### src/common/rif_defs.vh
/*
 * Constants for the radio interrupt logic: register offsets, field positions,
 * reset values and the status bit layout.
 * Assumes it is included by bare name by every design file that needs it.
 */
`ifndef RIF_DEFS_VH
`define RIF_DEFS_VH

// Register offsets on the register port.
`define RIF_ADDR_CTRL 6'h04
`define RIF_ADDR_MASK 6'h0e
`define RIF_ADDR_STATUS 6'h0f

// Reset values.
`define RIF_CTRL_RESET 8'h22
`define RIF_MASK_RESET 8'h00
`define RIF_STATUS_RESET 8'h00
`define RIF_READ_UNMAPPED 8'h00

// Control register fields.
`define RIF_CTRL_POLARITY 0
`define RIF_CTRL_MASK_MODE 1

// Status bit positions.
`define RIF_BIT_PLL_LOCK 0
`define RIF_BIT_PLL_UNLOCK 1
`define RIF_BIT_RX_START 2
`define RIF_BIT_FRAME_DONE 3
`define RIF_BIT_WAKE_MEAS 4
`define RIF_BIT_ADDR_MATCH 5
`define RIF_BIT_BUF_VIOL 6
`define RIF_BIT_SUPPLY_LOW 7

`endif

### src/rif_flags.v
/*
 * Sticky status flags of the radio interrupt logic.
 * Assumes same-clock event pulses and a one-cycle clearing read strobe.
 */
`timescale 1ns/1ps
`include "rif_defs.vh"

module rif_flags #(
    parameter WIDTH = 8
) (
    // Clock and reset.
    input wire clk,
    input wire rst,
    // Clearing from deep sleep or power-on.
    input wire power_clr,
    // Events already qualified for recording.
    input wire [WIDTH-1:0] record,
    // Raw lock pair events for cross clearing.
    input wire lock_ev,
    input wire unlock_ev,
    // Status register read strobe.
    input wire status_rd,
    // Flag state.
    output reg [WIDTH-1:0] flags_r
);

    reg [WIDTH-1:0] keep;
    reg [WIDTH-1:0] flags_nxt;

    // Work out which flags survive this cycle and merge in new events.
    always @*
    begin
        keep = status_rd ? {WIDTH{1'b0}} : flags_r;
        if (lock_ev)
        begin
            keep[`RIF_BIT_PLL_UNLOCK] = 1'b0;
        end
        if (unlock_ev)
        begin
            keep[`RIF_BIT_PLL_LOCK] = 1'b0;
        end
        flags_nxt = keep | record;
    end

    // Flags are cleared by reset and by the power-down paths.
    always @(posedge clk)
    begin
        if (rst || power_clr)
        begin
            flags_r <= `RIF_STATUS_RESET;
        end
        else
        begin
            flags_r <= flags_nxt;
        end
    end

endmodule // rif_flags

### src/rif_top.v
/*
 * Interrupt aggregation of the radio transceiver: enable mask, control bits,
 * sticky status register, request pin and power amplifier cut-off.
 * Assumes event inputs are one-cycle pulses from logic on clk, and a simple
 * register port strobed for one cycle per access by the serial interface.
 * Assumes the event sources, the buffer-empty indicator and the transmit
 * state all come from logic on clk, so none of them is synchronised here.
 * Assumes the host reads the status register whenever the pin asserts and
 * when it enables a new event, since stale flags would otherwise fire at once.
 */
`timescale 1ns/1ps
`include "rif_defs.vh"

module rif_top #(
    parameter WIDTH = 8,
    parameter AW = 6
) (
    // Clock and reset.
    input wire clk,
    input wire rst,
    // Power-on and deep sleep clearing, a level from the power controller.
    input wire power_clr,

    // Register port.
    input wire [AW-1:0] reg_addr,
    input wire reg_wr,
    input wire reg_rd,
    input wire [WIDTH-1:0] reg_wdata,
    output reg [WIDTH-1:0] reg_rdata_r,
    output reg reg_rvalid_r,

    // Event pulses.
    input wire pll_lock_ev,
    input wire pll_unlock_ev,
    input wire rx_start_ev,
    input wire frame_done,
    input wire wake_complete,
    input wire channel_measure_done,
    input wire address_match_event,
    input wire buffer_access_violation,
    input wire supply_low_event,

    // Transceiver state.
    input wire tx_busy,
    input wire pa_request,
    output reg pa_enable_r,

    // Buffer-empty indicator.
    input wire buf_empty_ind_en,
    input wire buf_empty,

    // Interrupt request pin.
    output reg irq_pin_r,

    // Configuration views.
    output reg mask_mode_r,
    output reg polarity_r
);

    // Control, mask and helper state.
    reg [WIDTH-1:0] transceiver_control_one_r;
    reg [WIDTH-1:0] interrupt_enable_mask_r;
    reg pa_cut_r;
    reg [WIDTH-1:0] raw_events;
    reg [WIDTH-1:0] record;
    reg [WIDTH-1:0] rdata_nxt;
    reg irq_nxt;
    reg pa_cut_nxt;
    reg ctrl_hit_wr;
    reg mask_hit_wr;
    reg status_hit_rd;
    wire [WIDTH-1:0] interrupt_status;
    wire pending;

    // Reset levels of the two mode bits, picked out of the control reset value.
    localparam [WIDTH-1:0] CTRL_RESET = `RIF_CTRL_RESET;
    localparam [0:0] MASK_MODE_RESET = CTRL_RESET[`RIF_CTRL_MASK_MODE];
    localparam [0:0] POLARITY_RESET = CTRL_RESET[`RIF_CTRL_POLARITY];

    // Compare an address against a register offset.
    function hit;
        input [AW-1:0] addr;
        input [AW-1:0] offset;
        begin
            hit = (addr == offset);
        end
    endfunction

    // Pick the read data for an offset; unmapped offsets read zero.
    function [WIDTH-1:0] read_mux;
        input [AW-1:0] addr;
        input [WIDTH-1:0] ctrl;
        input [WIDTH-1:0] mask;
        input [WIDTH-1:0] status;
        begin
            if (hit(addr, `RIF_ADDR_CTRL))
            begin
                read_mux = ctrl;
            end
            else if (hit(addr, `RIF_ADDR_MASK))
            begin
                read_mux = mask;
            end
            else if (hit(addr, `RIF_ADDR_STATUS))
            begin
                read_mux = status;
            end
            else
            begin
                read_mux = `RIF_READ_UNMAPPED;
            end
        end
    endfunction

    // Pin level: the buffer indicator is always active high, interrupts follow polarity.
    function pin_level;
        input ind_en;
        input empty;
        input req;
        input active_low;
        begin
            if (ind_en)
            begin
                pin_level = empty;
            end
            else if (active_low)
            begin
                pin_level = ~req;
            end
            else
            begin
                pin_level = req;
            end
        end
    endfunction

    // Decode the access strobes.
    // Writes to the status offset decode to nothing, so the host cannot set flags.
    always @*
    begin
        ctrl_hit_wr = reg_wr && hit(reg_addr, `RIF_ADDR_CTRL);
        mask_hit_wr = reg_wr && hit(reg_addr, `RIF_ADDR_MASK);
        status_hit_rd = reg_rd && hit(reg_addr, `RIF_ADDR_STATUS);
    end

    // Gather the nine event kinds onto the eight status positions.
    // The host cannot tell the two bit 4 causes apart; it knows what it started.
    always @*
    begin
        raw_events = {WIDTH{1'b0}};
        raw_events[`RIF_BIT_SUPPLY_LOW] = supply_low_event;
        raw_events[`RIF_BIT_BUF_VIOL] = buffer_access_violation;
        raw_events[`RIF_BIT_ADDR_MATCH] = address_match_event;
        // Wake completion and measurement end share one flag.
        raw_events[`RIF_BIT_WAKE_MEAS] = wake_complete | channel_measure_done;
        raw_events[`RIF_BIT_FRAME_DONE] = frame_done;
        raw_events[`RIF_BIT_RX_START] = rx_start_ev;
        raw_events[`RIF_BIT_PLL_UNLOCK] = pll_unlock_ev;
        raw_events[`RIF_BIT_PLL_LOCK] = pll_lock_ev;
    end

    // Record enabled events always, masked ones only in polling mode.
    // Without polling mode a masked event is lost for good, which is intended:
    // the host then only ever sees causes that it asked to be told about.
    always @*
    begin
        if (mask_mode_r)
        begin
            record = raw_events;
        end
        else
        begin
            record = raw_events & interrupt_enable_mask_r;
        end
    end

    // Sticky flags live in their own module.
    // The lock pair cross clearing uses the raw events, recorded or not.
    rif_flags #(
        .WIDTH(WIDTH)
    ) u_flags (
        .clk(clk),
        .rst(rst),
        .power_clr(power_clr),
        .record(record),
        .lock_ev(pll_lock_ev),
        .unlock_ev(pll_unlock_ev),
        .status_rd(status_hit_rd),
        .flags_r(interrupt_status)
    );

    // Only enabled pending flags request service; masked flags stay silent.
    // Enabling a bit whose flag is already set asserts the pin on the next cycle.
    assign pending = |(interrupt_status & interrupt_enable_mask_r);

    // Work out the pin level from pending state, polarity and indicator use.
    // The pin is registered after this, so it trails the flags by one cycle.
    always @*
    begin
        irq_nxt = pin_level(buf_empty_ind_en, buf_empty, pending, polarity_r);
    end

    // Hold the amplifier off after an unlock during transmission.
    // The cut is released only when transmission ends, so a relock in mid-frame
    // cannot switch the amplifier back on with a synthesizer of doubtful state.
    always @*
    begin
        pa_cut_nxt = pa_cut_r;
        if (pll_unlock_ev && tx_busy)
        begin
            pa_cut_nxt = 1'b1;
        end
        else if (!tx_busy)
        begin
            pa_cut_nxt = 1'b0;
        end
    end

    // Read data is captured in the cycle of the read strobe.
    // A status read returns the flags as they were before the clearing edge.
    always @*
    begin
        rdata_nxt = read_mux(reg_addr, transceiver_control_one_r,
            interrupt_enable_mask_r, interrupt_status);
    end

    // Control register: writable, reset by all clearing paths.
    // Only the two low bits act here; the others are kept for read back.
    always @(posedge clk)
    begin
        if (rst || power_clr)
        begin
            transceiver_control_one_r <= `RIF_CTRL_RESET;
        end
        else if (ctrl_hit_wr)
        begin
            transceiver_control_one_r <= reg_wdata;
        end
    end

    // Enable mask: any value may be written, cleared on every reset path.
    // After any clearing path every event is masked, the wake event included.
    always @(posedge clk)
    begin
        if (rst || power_clr)
        begin
            interrupt_enable_mask_r <= `RIF_MASK_RESET;
        end
        else if (mask_hit_wr)
        begin
            interrupt_enable_mask_r <= reg_wdata;
        end
    end

    // Polling mode mirror; it decides whether masked events are recorded.
    always @(posedge clk)
    begin
        if (rst || power_clr)
        begin
            mask_mode_r <= MASK_MODE_RESET;
        end
        else if (ctrl_hit_wr)
        begin
            mask_mode_r <= reg_wdata[`RIF_CTRL_MASK_MODE];
        end
    end

    // Polarity mirror; it resets to zero so the pin starts active high.
    always @(posedge clk)
    begin
        if (rst || power_clr)
        begin
            polarity_r <= POLARITY_RESET;
        end
        else if (ctrl_hit_wr)
        begin
            polarity_r <= reg_wdata[`RIF_CTRL_POLARITY];
        end
    end

    // Read answer strobe, one cycle after the read strobe.
    always @(posedge clk)
    begin
        if (rst)
        begin
            reg_rvalid_r <= 1'b0;
        end
        else
        begin
            reg_rvalid_r <= reg_rd;
        end
    end

    // Read data, held until the next read so a slow host can still pick it up.
    always @(posedge clk)
    begin
        if (rst)
        begin
            reg_rdata_r <= `RIF_READ_UNMAPPED;
        end
        else if (reg_rd)
        begin
            reg_rdata_r <= rdata_nxt;
        end
    end

    // Request pin follows the flags one cycle later; idle level low at reset.
    // Reset drives it low whatever the polarity, which is zero after reset anyway.
    always @(posedge clk)
    begin
        if (rst || power_clr)
        begin
            irq_pin_r <= 1'b0;
        end
        else
        begin
            irq_pin_r <= irq_nxt;
        end
    end

    // Cut latch: set by an unlock while transmitting, held until transmission ends.
    always @(posedge clk)
    begin
        if (rst || power_clr)
        begin
            pa_cut_r <= 1'b0;
        end
        else
        begin
            pa_cut_r <= pa_cut_nxt;
        end
    end

    // Amplifier gate; it uses the next cut value so the cut takes effect at once.
    always @(posedge clk)
    begin
        if (rst || power_clr)
        begin
            pa_enable_r <= 1'b0;
        end
        else
        begin
            pa_enable_r <= pa_request && !pa_cut_nxt;
        end
    end

endmodule // rif_top

### config.mk
export PLATFORM = sky130hd
export DESIGN_NAME = rif_top
export DESIGN_NICKNAME = d
export VERILOG_FILES = /design/src/rif_flags.v /design/src/rif_top.v
export VERILOG_INCLUDE_DIRS = /design/src /design/src/common
export SDC_FILE = /design/constraint.sdc
export NUM_CORES = 1
export LEC_CHECK = 0
export CORE_MARGIN = 8
export CORE_UTILIZATION = 33
export CTS_BUF_LIST = sky130_fd_sc_hd__clkbuf_16
export CTS_CLUSTER_SIZE = 16
export DETAILED_ROUTE_END_ITERATION = 8
export DONT_BUFFER_PORTS = 1
export PLACE_DENSITY = 0.48
export SYNTH_ARGS = -nofsm -noshare
export SYNTH_HDL_FRONTEND = slang
export SYNTH_SLANG_ARGS = --single-unit
### constraint.sdc
create_clock -name clk -period 2.1 [get_ports clk]
set_input_delay 0.105 -clock clk [delete_from_list [all_inputs] [get_ports clk]]
set_output_delay 0.105 -clock clk [all_outputs]
set_load 0.05 [all_outputs]
==> metrics <==
run status finished, final reports clean; Req. time, crit path 2.32 ns; slowest stage cell, crit path dlygate4sd3_1; commonest non-fill, non-tap cell in the layout dfxtp_1; Final Power 1.59 mW; non-filler cells, final 246; dpl cell area between 1500 and 2000 um2; CTS tree built; worst hold slack 0.00220 ns; placed insts around 220; Final Hold Viols 0; Rel. slew slack 0.642; peak supply drop 323 uV; Root Buffer clkbuf_16; GP Congestion 0.749; most frequent cells in the layout dfxtp_1, nor2_1, dlygate4sd3_1; worst-margin pin slew 0.535 ns; Tot GR Track Use 0.131; max-cap viol count 0; first-pass GRT wire length 7280 um; buffers added on ports 0; CTS clk-pin slew, worst paths 0.06 ns; ANT nets after route 0; Post-synth EDFFs 0; post-route DRC violation count 0; Pins Over Slew Limit 0; FF-to-FF End read_mux.ctrl[1]$_SDFFE_PP1P_; Critical path buffers and inverters 1; register area share after synthesis 0.465; total wire length 4570 um; synth unique cells 29; layout cells sized above 1 0.141; Top FF cell, synth dfxtp_1; Initial DRC Count 133; post-synth top area cell dfxtp_1; hold crit path type in -> reg; IO Pins 45; Initial Util 0.335; top post-synthesis cells by area dfxtp_1, mux2i_1, nor2_1; syn avg cell area 9.52 um2; TritonRoute pass-1 iters 4; Synth Net Count 195; worst setup path endpoint reg_rdata_r[7]$_SDFFE_PP0P_; Critical Path Source Type input pin; area share of the largest cell type after synthesis 0.465; CP Max Fanout 8; Synth warnings 0; Final Core Density 0.434; RSZ-0062 raised after global routing no; sw frac 0.248; grt ovf 0; Yosys reg bits 36; ant diodes 0; largest net degree at the start of global routing 26; Reg-to-Reg Start read_mux.ctrl[1]$_SDFFE_PP1P_; Fill cells 474; Int Pwr 1.20 mW; Place WS 0.327 ns; cell family with most CP delay simple AND/OR/NAND/NOR gates; Power Dens Cells about 790 nW/um2; net switching power of the design 0.395 mW; DIE WIDTH 84.6 um; crit-path cells or3b_1, nor3_4, a221oi_1, a2111oi_2, dlygate4sd3_1; CP arrival 2.13 ns; Syn Inst Count between 150 and 200; clock sink count 36; crit end category flip-flop; DIE HEIGHT 84.6 um; Final nets 223; ys async rst share 0; clock latency on the worst-skew pair 0.28 ns; total CTS buffers 5; FMAX roughly 520 MHz; number of global-route vias before repair about 1400; Lkg Pwr 0.769 nW; worst setup path startpoint reg_addr[5]; via/cell ratio 5.47; core area 4630 um2; initial antenna violation count 0; crit-path max cell delay 0.60 ns; Reg2Reg Depth 4; wire per inst between 15 and 20 um; Rows 25; Final period util 0.908; Gate power share 0.074; routed via count 1346; R2R setup slack 0.53 ns; Setup-failing EPs final 0; sequential share of power 0.467; Post-Syn Area 1550 um2; Final WS setup 0.193 ns; minimum clock period ~1.9 ns; post-route cell area 2010 um2; Bufs on Longest Clock Path 2; Clk pwr share 0.460; Layout area overhead 29.4%; H-tree levels 2; hpwl dp 3080 um; setup tns final 0 ns; die area 7150 um2; skew final 0.00213 ns; number of cells on the critical path 5; WS Path Type in -> reg
-- flip-flops by register name (all words and copies together) (netlist names) --
register / cells
interrupt_enable_mask_r: 8
u_flags.flags_r: 8
reg_rvalid_r: 1
read_mux.ctrl: 8
reg_rdata_r: 8
irq_pin_r: 1
pa_enable_r: 1
pa_cut_r: 1
-- cell type report --
| type | instances | area, um2 | area share |
|---|---|---|---|
| clock buffer | 5 | 125 | 0.0623 |
| clock inverter | 3 | 17.5 | 0.00873 |
| inverter | 2 | 7.51 | 0.00374 |
| multi-input combinational | 115 | 783 | 0.390 |
| sequential | 36 | 721 | 0.359 |
| tap | 54 | 67.6 | 0.0337 |
| timing repair buffer | 31 | 285 | 0.142 |
-- cell usage after synthesis, types with 3 or more instances --
master     number
dfxtp_1        36
nor2_1         25
mux2i_1        16
nand2_1        11
a21oi_1         8
a221oi_1        8
clkbuf_1        8
o21ai_0         8
nor3_1          5
o22ai_1         5
a2111oi_2       4
a22oi_1         4
nand2b_1        4
nand3b_1        3
-- layer usage --
metal / vias up / GRT usage / part of all wire
li1: 652 / - / -
met1: 641 / 0.154 / 0.44
met2: 45 / 0.197 / 0.47
met3: 8 / 0.0595 / 0.079
met4: 0 / 0.0631 / 0.015
met5: - / 0 / 0
-- power by group through the flow --
stage / combinational, mW / sequential (mW) / clock [mW]
2_1_floorplan: 0.0666 / 0.761 / 0
3_3_place_gp: 0.0773 / 0.757 / 0
3_5_place_dp: 0.0796 / 0.757 / 0
4_1_cts: 0.116 / 0.743 / 0.739
5_1_grt: 0.128 / 0.744 / 0.780
6_report: 0.117 / 0.742 / 0.731
-- logic make-up after synthesis --
logic type	count (synthesis)	synth area share
compound gates	38	0.193
simple gates	61	0.205
flops	36	0.465
mux	16	0.103
buf+inv	12	0.0347
-- worst min-delay path by stage --
stage | start | end | slack, ns | cells after the start
after detailed placement | rst | reg_rdata_r[7]$_SDFFE_PP0P_ | 0.18 | 1
after global routing | buf_empty | irq_pin_r$_SDFF_PP0_ | 0.03 | 2
after global placement | rst | reg_rdata_r[1]$_SDFFE_PP0P_ | 0.18 | 1
after floorplan | power_clr | read_mux.ctrl[1]$_SDFFE_PP1P_ | 0.23 | 2
after CTS | buffer_access_violation | u_flags.flags_r[6]$_SDFF_PP0_ | 0.002 | 2
final | buf_empty | irq_pin_r$_SDFF_PP0_ | 0.002 | 2
-- repair_timing --
action,CTS,global route
hold buffers,21,0
endpoints found under the hold margin,32,0
resized for setup,0,1
setup buffers,0,2
setup endpoints to repair,0,3
Power figures use the tool's default switching activity.
